--- src/rtl/ssrp_pkg.sv ---
// shared constants for the sensor serial register port
package ssrp_pkg;
    localparam int unsigned ADDR_W = 8;
    localparam int unsigned PAGES = 8;
    localparam logic [7:0] PAGE_FIRST = 8'h02;
    localparam logic [7:0] PAGE_LAST = 8'h09;
    localparam logic [7:0] READ_FLAG = 8'h80;
    localparam logic [7:0] ADDR_LAST = 8'hFE;
    // register offsets, control page
    localparam logic [7:0] OFS_SLEEP = 8'h00;
    localparam logic [7:0] OFS_LANE_STBY = 8'h05;
    localparam logic [7:0] OFS_HOLD = 8'h0C;
    localparam logic [7:0] OFS_MSTOP = 8'h12;
    localparam logic [7:0] OFS_TRIG = 8'h13;
    localparam logic [7:0] OFS_ADRES = 8'h14;
    localparam logic [7:0] OFS_FORMAT = 8'h15;
    localparam logic [7:0] OFS_FLIP = 8'h16;
    localparam logic [7:0] OFS_FLINES_LO = 8'h17;
    localparam logic [7:0] OFS_FLINES_HI = 8'h18;
    localparam logic [7:0] OFS_LCLK_LO = 8'h1A;
    localparam logic [7:0] OFS_LCLK_HI = 8'h1B;
    localparam logic [7:0] OFS_OWIDTH = 8'h1C;
    // reset values
    localparam logic [7:0] RST_SLEEP = 8'h01;
    localparam logic [7:0] RST_LANE_STBY = 8'h00;
    localparam logic [7:0] RST_HOLD = 8'h00;
    localparam logic [7:0] RST_MSTOP = 8'h01;
    localparam logic [7:0] RST_TRIG = 8'h00;
    localparam logic [7:0] RST_ADRES = 8'h01;
    localparam logic [7:0] RST_FORMAT = 8'h00;
    localparam logic [7:0] RST_FLIP = 8'h00;
    localparam logic [7:0] RST_FLINES_LO = 8'hE6;
    localparam logic [7:0] RST_FLINES_HI = 8'h04;
    localparam logic [7:0] RST_LCLK_LO = 8'hCE;
    localparam logic [7:0] RST_LCLK_HI = 8'h01;
    localparam logic [7:0] RST_OWIDTH = 8'h11;
    // host controller registers on AHB-Lite (byte addresses)
    localparam logic [7:0] HOFS_CMD = 8'h00;
    localparam logic [7:0] HOFS_STATUS = 8'h04;
    localparam logic [7:0] HOFS_DATA = 8'h08;
    localparam logic [7:0] HOFS_RDATA = 8'h0C;
    localparam int unsigned SCK_HALF = 4;
    localparam logic [31:0] HRDATA_RST = 32'h0000_0000;
endpackage

--- src/rtl/ssrp_link_if.sv ---
// serial register link between camera controller and sensor port
interface ssrp_link_if;
    logic chip_select_n;
    logic sck;
    logic serial_in;
    logic serial_out;
    modport host (output chip_select_n, output sck, output serial_in,
        input serial_out);
    modport device (input chip_select_n, input sck, input serial_in,
        output serial_out);
endinterface

--- src/rtl/ssrp_device.sv ---
// sensor-side serial register port with the control register page
// Summary of operation
// - lsb first, host drives on fall, device samples rise
// - frame is page byte, address, data bytes
// - write pages 02h-09h, reads add bit 7
// - invalid page byte ignores rest of frame
// - chip select low opens, high closes frame
// - first data at start address, then increment
// - registers commit only whole received bytes
// - write frame shifts out old register contents
// - read frame discards dummies, shifts out contents
// - frame-timed registers apply at frame reflection point
// - immediate registers apply when written
// - update hold blocks frame-timed register updates
// - eight pages of addresses 00h to FEh; only control page 00h-1Fh is stored, the rest read zero
// - host touches listed registers only
// - sleep bit resets to standby, immediate
// - lane standby field picks active channel count
// - timing master stop bit resets to stopped
// - shutter trigger select resets to normal
// - resolution and word width reset to 12 bit
// - drive format field is frame-timed
// - flip bits are frame-timed
// - frame lines and line clocks, frame-timed
//
// Our own choice: the AHB-Lite slave port.
module ssrp_device
    import ssrp_pkg::*;
(
    input wire logic hclk,
    input wire logic hresetn,
    ssrp_link_if.device link,
    input wire logic frame_reflect,
    output logic sleep_standby,
    output logic [3:0] lane_standby,
    output logic timing_master_stop,
    output logic shutter_trigger_select,
    output logic conversion_resolution,
    output logic output_word_width,
    output logic [3:0] drive_format,
    output logic vertical_flip,
    output logic horizontal_flip,
    output logic [11:0] frame_lines,
    output logic [15:0] line_clocks
);
    typedef enum logic [1:0] {ST_PAGE, ST_ADDR, ST_DATA, ST_SKIP} ssrp_st_t;

    logic [2:0] cs_sync, sck_sync, sdi_sync;
    logic sck_prev;
    ssrp_st_t state;
    logic [7:0] shreg;
    logic [2:0] bitcnt;
    logic [7:0] addr;
    logic [2:0] page;
    logic rd_frame;
    logic [7:0] outreg;
    logic [7:0] mem [0:31];
    logic [7:0] shadow [0:31];
    logic pend [0:31];

    wire cs_act = ~cs_sync[1];
    wire sck_rise = sck_sync[1] & ~sck_prev;
    wire sck_fall = ~sck_sync[1] & sck_prev;
    wire [7:0] byte_in = {sdi_sync[1], shreg[7:1]};
    wire byte_done = cs_act & sck_rise & (bitcnt == 3'd7);
    wire [7:0] page_raw = byte_in & ~READ_FLAG;
    wire page_ok = (page_raw >= PAGE_FIRST) && (page_raw <= PAGE_LAST);
    wire ctl_page = (page == 3'd0);
    wire [7:0] next_addr = addr + 8'h01;

    function automatic logic frame_timed(input logic [7:0] a);
        frame_timed = (a == OFS_FORMAT) || (a == OFS_FLIP) ||
            (a == OFS_FLINES_LO) || (a == OFS_FLINES_HI) ||
            (a == OFS_LCLK_LO) || (a == OFS_LCLK_HI);
    endfunction

    function automatic logic [7:0] reset_of(input logic [4:0] a);
        unique case ({3'b000, a})
            OFS_SLEEP: reset_of = RST_SLEEP;
            OFS_MSTOP: reset_of = RST_MSTOP;
            OFS_ADRES: reset_of = RST_ADRES;
            OFS_FLINES_LO: reset_of = RST_FLINES_LO;
            OFS_FLINES_HI: reset_of = RST_FLINES_HI;
            OFS_LCLK_LO: reset_of = RST_LCLK_LO;
            OFS_LCLK_HI: reset_of = RST_LCLK_HI;
            OFS_OWIDTH: reset_of = RST_OWIDTH;
            default: reset_of = 8'h00;
        endcase
    endfunction

    // only the control page is stored; other pages read zero
    wire in_map = ctl_page && (addr[7:5] == 3'b000);
    wire [7:0] rd_val = in_map ? mem[addr[4:0]] : 8'h00;
    wire wr_en = (state == ST_DATA) && byte_done && !rd_frame && in_map;
    wire hold = mem[OFS_HOLD[4:0]][0];

    always_ff @(posedge hclk or negedge hresetn)
    begin
        if (!hresetn)
        begin
            cs_sync <= 3'b111;
            sck_sync <= 3'b000;
            sdi_sync <= 3'b000;
            sck_prev <= 1'b0;
        end
        else
        begin
            cs_sync <= {cs_sync[1:0], link.chip_select_n};
            sck_sync <= {sck_sync[1:0], link.sck};
            sdi_sync <= {sdi_sync[1:0], link.serial_in};
            sck_prev <= sck_sync[1];
        end
    end

    always_ff @(posedge hclk or negedge hresetn)
    begin
        if (!hresetn)
        begin
            state <= ST_PAGE;
            shreg <= 8'h00;
            bitcnt <= 3'd0;
            addr <= 8'h00;
            page <= 3'd0;
            rd_frame <= 1'b0;
            outreg <= 8'h00;
        end
        else if (!cs_act)
        begin
            state <= ST_PAGE;
            bitcnt <= 3'd0;
            outreg <= 8'h00;
        end
        else
        begin
            if (sck_rise)
            begin
                shreg <= byte_in;
                bitcnt <= bitcnt + 3'd1;
            end
            if (sck_fall && state == ST_DATA)
                outreg <= {1'b0, outreg[7:1]};
            if (byte_done)
            begin
                unique case (state)
                    ST_PAGE:
                    begin
                        state <= page_ok ? ST_ADDR : ST_SKIP;
                        rd_frame <= byte_in[7];
                        page <= 3'(page_raw - PAGE_FIRST);
                    end
                    ST_ADDR:
                    begin
                        state <= ST_DATA;
                        addr <= byte_in;
                    end
                    ST_DATA:
                        addr <= next_addr;
                    ST_SKIP:
                        state <= ST_SKIP;
                endcase
            end
            // load contents at the byte's first fall, before its write at the eighth rise: old value out
            if (sck_fall && bitcnt == 3'd0 && state == ST_DATA)
                outreg <= rd_val;
        end
    end

    always_ff @(posedge hclk or negedge hresetn)
    begin
        if (!hresetn)
        begin
            for (int i = 0; i < 32; i++)
            begin
                mem[i] <= reset_of(5'(i));
                shadow[i] <= reset_of(5'(i));
                pend[i] <= 1'b0;
            end
        end
        else
        begin
            if (wr_en)
            begin
                mem[addr[4:0]] <= byte_in;
                pend[addr[4:0]] <= frame_timed(addr);
            end
            if (frame_reflect && !hold)
            begin
                for (int i = 0; i < 32; i++)
                begin
                    if (pend[i] && !(wr_en && addr[4:0] == 5'(i)))
                    begin
                        shadow[i] <= mem[i];
                        pend[i] <= 1'b0;
                    end
                end
            end
        end
    end

    always_ff @(posedge hclk or negedge hresetn)
    begin
        if (!hresetn)
        begin
            link.serial_out <= 1'b0;
            sleep_standby <= 1'b1;
            lane_standby <= 4'h0;
            timing_master_stop <= 1'b1;
            shutter_trigger_select <= 1'b0;
            conversion_resolution <= 1'b1;
            output_word_width <= 1'b1;
            drive_format <= 4'h0;
            vertical_flip <= 1'b0;
            horizontal_flip <= 1'b0;
            frame_lines <= 12'h4E6;
            line_clocks <= 16'h01CE;
        end
        else
        begin
            link.serial_out <= cs_act & outreg[0];
            sleep_standby <= mem[OFS_SLEEP[4:0]][0];
            lane_standby <= mem[OFS_LANE_STBY[4:0]][7:4];
            timing_master_stop <= mem[OFS_MSTOP[4:0]][0];
            shutter_trigger_select <= mem[OFS_TRIG[4:0]][0];
            conversion_resolution <= mem[OFS_ADRES[4:0]][0];
            output_word_width <= mem[OFS_OWIDTH[4:0]][0];
            drive_format <= shadow[OFS_FORMAT[4:0]][3:0];
            vertical_flip <= shadow[OFS_FLIP[4:0]][0];
            horizontal_flip <= shadow[OFS_FLIP[4:0]][1];
            frame_lines <= {shadow[OFS_FLINES_HI[4:0]][3:0],
                shadow[OFS_FLINES_LO[4:0]]};
            line_clocks <= {shadow[OFS_LCLK_HI[4:0]],
                shadow[OFS_LCLK_LO[4:0]]};
        end
    end
endmodule

--- src/flat_wrapper.sv ---
// flat-port wrapper written by rule: the top's interface ports become plain ports
module ssrp_device_flat import ssrp_pkg::*;
  (hclk, hresetn, frame_reflect, sleep_standby, lane_standby, timing_master_stop, shutter_trigger_select, conversion_resolution, output_word_width, drive_format, vertical_flip, horizontal_flip, frame_lines, line_clocks, link_chip_select_n, link_sck, link_serial_in, link_serial_out);
  ssrp_link_if link_i ();
  input wire logic hclk;
  input wire logic hresetn;
  input wire logic frame_reflect;
  output logic sleep_standby;
  output logic [3:0] lane_standby;
  output logic timing_master_stop;
  output logic shutter_trigger_select;
  output logic conversion_resolution;
  output logic output_word_width;
  output logic [3:0] drive_format;
  output logic vertical_flip;
  output logic horizontal_flip;
  output logic [11:0] frame_lines;
  output logic [15:0] line_clocks;
  input wire logic [$bits(link_i.chip_select_n)-1:0] link_chip_select_n;
  input wire logic [$bits(link_i.sck)-1:0] link_sck;
  input wire logic [$bits(link_i.serial_in)-1:0] link_serial_in;
  output wire logic [$bits(link_i.serial_out)-1:0] link_serial_out;
  assign link_i.chip_select_n = link_chip_select_n;
  assign link_i.sck = link_sck;
  assign link_i.serial_in = link_serial_in;
  assign link_serial_out = link_i.serial_out;
  ssrp_device u_core (.hclk(hclk), .hresetn(hresetn), .link(link_i), .frame_reflect(frame_reflect), .sleep_standby(sleep_standby), .lane_standby(lane_standby), .timing_master_stop(timing_master_stop), .shutter_trigger_select(shutter_trigger_select), .conversion_resolution(conversion_resolution), .output_word_width(output_word_width), .drive_format(drive_format), .vertical_flip(vertical_flip), .horizontal_flip(horizontal_flip), .frame_lines(frame_lines), .line_clocks(line_clocks));
endmodule
--- config.mk ---
export PLATFORM = sky130hd
export DESIGN_NAME = ssrp_device_flat
export DESIGN_NICKNAME = d
export VERILOG_FILES = /design/src/rtl/ssrp_pkg.sv /design/src/rtl/ssrp_link_if.sv /design/src/rtl/ssrp_device.sv /design/src/flat_wrapper.sv
export SDC_FILE = /design/constraint.sdc
export NUM_CORES = 1
export LEC_CHECK = 0
export ABC_AREA = 1
export BUFFER_PORTS_ARGS = -buffer_cell sky130_fd_sc_hd__buf_2
export CORE_MARGIN = 4
export CORE_UTILIZATION = 60
export DETAILED_ROUTE_END_ITERATION = 12
export GPL_TIMING_DRIVEN = 0
export PLACE_DENSITY = 0.77
export SETUP_SLACK_MARGIN = 0.15
export SLEW_MARGIN = 20
export SYNTH_ARGS = -nofsm -noshare
export SYNTH_HDL_FRONTEND = slang
export SYNTH_SLANG_ARGS = --single-unit
--- constraint.sdc ---
create_clock -name hclk -period 5.4 [get_ports hclk]
set_input_delay 1.08 -clock hclk [delete_from_list [all_inputs] [get_ports hclk]]
set_output_delay 1.08 -clock hclk [all_outputs]
set_load 0.05 [all_outputs]
## Word level (Yosys, flattened, before mapping)

Index checks and enable logic that the tools add are counted.

| operators by class | value |
|---|---|
| add/subtract/negate cells | 3 |
| reductions and logical operators | 133 |
| $lt $le $gt $ge | 4 |
| eq/ne operators | 41 |
| mux-type cells | 54 |
| bitwise gates (word level) | 9 |

Operator list:

| cell | number |
|---|---|
| $bwmux W256 | 1 |
| $eq A5 B5 Y1 const B | 16 |
| $logic_and A1 B1 Y1 | 74 |
| $mux W32 | 2 |
| $mux W8 | 7 |
| $eq A8 B5 Y1 const B | 6 |
| $bmux W8 S5 | 1 |
| $demux W8 S5 | 1 |
| $eq A5 B4 Y1 const B | 8 |
| $logic_not A1 Y1 | 34 |
| $mux W1 | 33 |
| $bwmux W32 | 1 |
| $eq A5 B3 Y1 const B | 4 |
| $pmux W8 S2 | 1 |
| $reduce_and A2 Y1 | 8 |
| $eq A5 B2 Y1 const B | 2 |
| $logic_not A3 Y1 | 3 |
| $add A8 B1 Y8 const B | 1 |
| $ge A7 B2 Y1 const B | 1 |
| $le A7 B4 Y1 const B | 1 |
| $ge A6 B6 Y1 const B | 1 |
| $lt A6 B1 Y1 const B | 1 |
| $mux W2 | 3 |
| $mux W3 | 2 |
| 18 further kinds | 32 |

| storage, ports and cells | value |
|---|---|
| register bits | 406 |

## Depth between registers and ports, before layout

| logic depth | value |
|---|---|
| depth after elaboration | 12 |
| depth in mapped cells | 14 |

## Worst setup path after synthesis

Ideal clock, no wire load.

| timing path | value |
|---|---|
| path kind | register to register |
| start | register u_core.addr[0] |
| end | register u_core.shadow[40] (netlist name) |
| data required time | 5.274 ns |
| period minus slack after synthesis | 2.491 ns |
| stages on the path, launching flop included | 11 |
| library setup time | 0.126 ns |
| path slack | 2.909 ns |
| data arrival time | 2.365 ns |
| path through | dfrtp_1 clkinv_1 clkbuf_1 clkbuf_1 ha_1 inv_1 nor2_1 nand3_1 nand3_1 buf_2 o21ai_0 |

| between the ends | value |
|---|---|
| word-level cells in the longest chain between the ends | 5 |

RTL lines:

| what | RTL line | text |
|---|---|---|
| start: declaration | ssrp_device.sv:53 | `logic [7:0] addr;` |
| start signal: assignment | ssrp_device.sv:154 | `addr <= byte_in;` |
| start signal: assignment | ssrp_device.sv:157 | `addr <= next_addr;` |
| $eq A5 B5 Y1 | ssrp_device.sv:190 | `if (pend[i] && !(wr_en && addr[4:0] == 5'(i)))` |
| $logic_and A1 B1 Y1 | ssrp_device.sv:190 |  |
| $logic_not A1 Y1 | ssrp_device.sv:190 |  |
| $logic_and A1 B1 Y1 | ssrp_device.sv:190 |  |
| $reduce_and A2 Y1 (no source line) | n/a |  |
| end signal: indexed assignment | ssrp_device.sv:175 | `shadow[i] <= reset_of(5'(i));` |
| end signal: indexed assignment | ssrp_device.sv:192 | `shadow[i] <= mem[i];` |
| end: declaration | ssrp_device.sv:58 | `logic [7:0] shadow [0:31];` |

Every way passes these cells.
A chain may end at the register's enable or synchronous reset.

## Final worst setup path

| timing path | value |
|---|---|
| start | register u_core.addr[0] |
| end | register u_core.shadow[47] (netlist name) |

The elaborated chain is that of the path after synthesis.

==> qor.yml <==
outcome: "completed"
relSlewSlack_pct: 39.2
clock_path_buffers: 3
wl_per_cell_um: 19.5
die_w_um: 175
cts_tree: "built"
synth_edf_count: 0
regToRegEndpoint: "u_core.shadow[47]$_DFFE_PN1P_"
num_vias: 14400
max_cap_violations: 0
fmax_mhz: 236
io_pins: 50
fin_skew_ns: 0.0177
viasPerCell: 5.78
fill_cells: 2210
layout.nets: 2103
antenna_found_initial: 0
r2r-start: "u_core.addr[0]$_DFFE_PN0P_"
grt_pass1_vias: 14200
final.setup.tns_ns: 0
clock_sinks: 379
multi_input_area_sq_mm: 0.00617
synthFlopType: "dfrtp_1"
core_area_sq_mm: 0.0277
async_reset_ff_share_pct: 100
grt_usage_pct: 31.9
report.final.slew_viol_count: 0
hold_slack_ns: 0.346
drt_iter0_drc: 1748
synth_fp_nets: 2006
dp_hpwl_mm: 33.8
min_path_cells: 0
yosysMostFrequentCell: "nand2_1"
crit_type: "flip-flop to flip-flop"
start_util_pct: 60.8
numCtsBuffers: 41
synth_cells: 1987
synth-seq-area-share_pct: 56.7
p_per_area_mw_per_mm2: 317
final_hold_viol_count: 0
totalWireLength_mm: 48.6
min-delay-start: "u_core.sdi_sync[0]$_DFF_PN0_"
setup_slack_ns: 1.16
grt_pass1_wl_mm: 77.0
root_buffer: "clkbuf_16"
clk_pin_slew_worst_paths_ns: 0.06
worst_r2r_path_depth: 11
hold_buffers: 0
regArea_sq_mm: 0.00954
startpoint_type: "flip-flop"
drcViolationCount: 0
area_growth_pct: 13.3
layout_worst_path_cycle_share_pct: 78.5
std_cell_rows: 61
setup-violations-final: 0
crit_required_ns: 5.86
antennaDiodeCount: 0
synth_top_area_share_pct: 49.4
crit_path_max_fanout: 11
cts_setup_buffers: 0
port_buffers: 49
post-route-util_pct: 68.8
grt_max_degree: 81
fin_crit_ns: 4.24
drtPass1Iterations: 6
pre_cts_slack_ns: 1.45
peakVddDrop_uv: 301
routabilityCongestion: 0.963
reg2reg_slack_ns: 1.16
synth_common_cells: "nand2_1 (640), dfrtp_1 (332), o21ai_0 (296)"
min_to: "u_core.sdi_sync[1]$_DFF_PN0_"
ys_ff_latch: 379
crit_path_end_kind: "flip-flop"
fp.dieArea_sq_mm: 0.0308
worst_slew_pin_slew_ns: 0.904
synth_warnings: 0
postCtsResizedCells: 0
overflow: 0
antenna_left: 0
die_height_um: 175
syn_avg_cell_area_sq_um: 8.47
insertion_delay_ns: 0.54
yosysTopAreaCell: "dfrtp_1"
drive_above_1_share_pct: 11.2
hp-class: "flip-flop to flip-flop"
cts_max_level: 2
synth_area_leaders: "dfrtp_1 (49%), nand2_1 (14%), o21ai_0 (8.8%)"
rsz0062_at_grt: "no"
worstPathArrival_ns: 4.70
synth_cell_types: 38
synth_area_sq_mm: 0.0168
power_leakage_nw: 8.80
## worst max-delay path, cell delays in order, from the launching register on
cell,delay (ns)
dfrtp_1,0.43
clkinv_1,0.19
clkbuf_1,0.63
clkbuf_1,0.73
ha_1,0.80
inv_1,0.15
nor2_1,0.17
nand3_1,0.31
nand3_1,0.36
buf_2,0.25
nand2_1,0.08
o21ai_0,0.07
## registers in the layout, summed over array words and instances, names as in the netlist, 4 cells and up
signal,cells
u_core.drive_format,4
u_core.addr,8
u_core.frame_lines,12
u_core.outreg,8
u_core.pend,6
u_core.line_clocks,16
u_core.lane_standby,4
u_core.shadow,34
u_core.shreg,7
u_core.mem,255
## layout by cell type (no fill, tap or decap), types with 43 or more instances in the layout
master | netlist | routed
dfstp_2 | 47 | 47
clkbuf_1 | 93 | 103
inv_1 | 149 | 149
nor2_1 | 97 | 97
a21oi_1 | 46 | 46
nand2_1 | 640 | 640
o21ai_1 | 73 | 73
nand3_1 | 100 | 100
o21ai_0 | 296 | 296
dfrtp_1 | 332 | 332
clkbuf_16 | 0 | 43
buf_2 | 21 | 69
## area by class of cell
cell class,instances,area share (%)
clock inverter,16,0.872
tap,378,2.48
sequential,379,50.0
clock buffer,60,6.34
buffer,124,2.76
timing repair buffer,54,2.06
inverter,158,3.11
multi-input combinational,1326,32.3
## metal layers
metal	vias to the layer above	track usage, %	routed length (um)
met5	-	0	0
met4	0	13.1	2200
met3	165	7.21	4810
met2	710	49.6	21700
met1	6938	44.2	19900
li1	6596	-	-
## stage by stage
stage          std cells  total power [mW]  instance area (sq um)
2_1_floorplan       1987              3.04                  16800
3_3_place_gp        2414              3.22                  17600
3_5_place_dp        2419              3.24                  17700
4_1_cts             2495              6.07                  19100
5_1_grt             2495              6.22                  19100
6_report            2495              6.04                  19100
## power breakdown
| group | total (mW) | switching (mW) | internal (mW) |
|---|---|---|---|
| clock | 2.85 | 1.14 | 1.70 |
| combinational | 0.318 | 0.274 | 0.0442 |
| sequential | 2.88 | 0.0177 | 2.86 |
## worst max-delay path by stage
stage,slack [ns],endpoint,from,depth (start not counted)
final,1.16,u_core.shadow[47]$_DFFE_PN1P_,u_core.addr[0]$_DFFE_PN0P_,11
after global routing,1.12,u_core.shadow[47]$_DFFE_PN1P_,u_core.addr[0]$_DFFE_PN0P_,11
after CTS,1.41,u_core.shadow[47]$_DFFE_PN1P_,u_core.addr[0]$_DFFE_PN0P_,11
after detailed placement,1.45,u_core.shadow[40]$_DFFE_PN0P_,u_core.addr[0]$_DFFE_PN0P_,10
after global placement,-3.86,u_core.sck_sync[1]$_DFF_PN0_,hresetn,1
after floorplan,2.91,u_core.shadow[40]$_DFFE_PN0P_,u_core.addr[0]$_DFFE_PN0P_,10
## cells by family after synthesis
| logic type | after synthesis | synth area share (%) |
|---|---|---|
| AOI/OAI and AO/OA | 430 | 13.0 |
| xor gates and xnor gates | 2 | 0.104 |
| DFF | 379 | 56.7 |
| adders and majority gates | 13 | 0.966 |
| buffers and inverters | 282 | 6.65 |
| and+or+nand+nor | 881 | 22.6 |
Power figures use the tool's default switching activity.
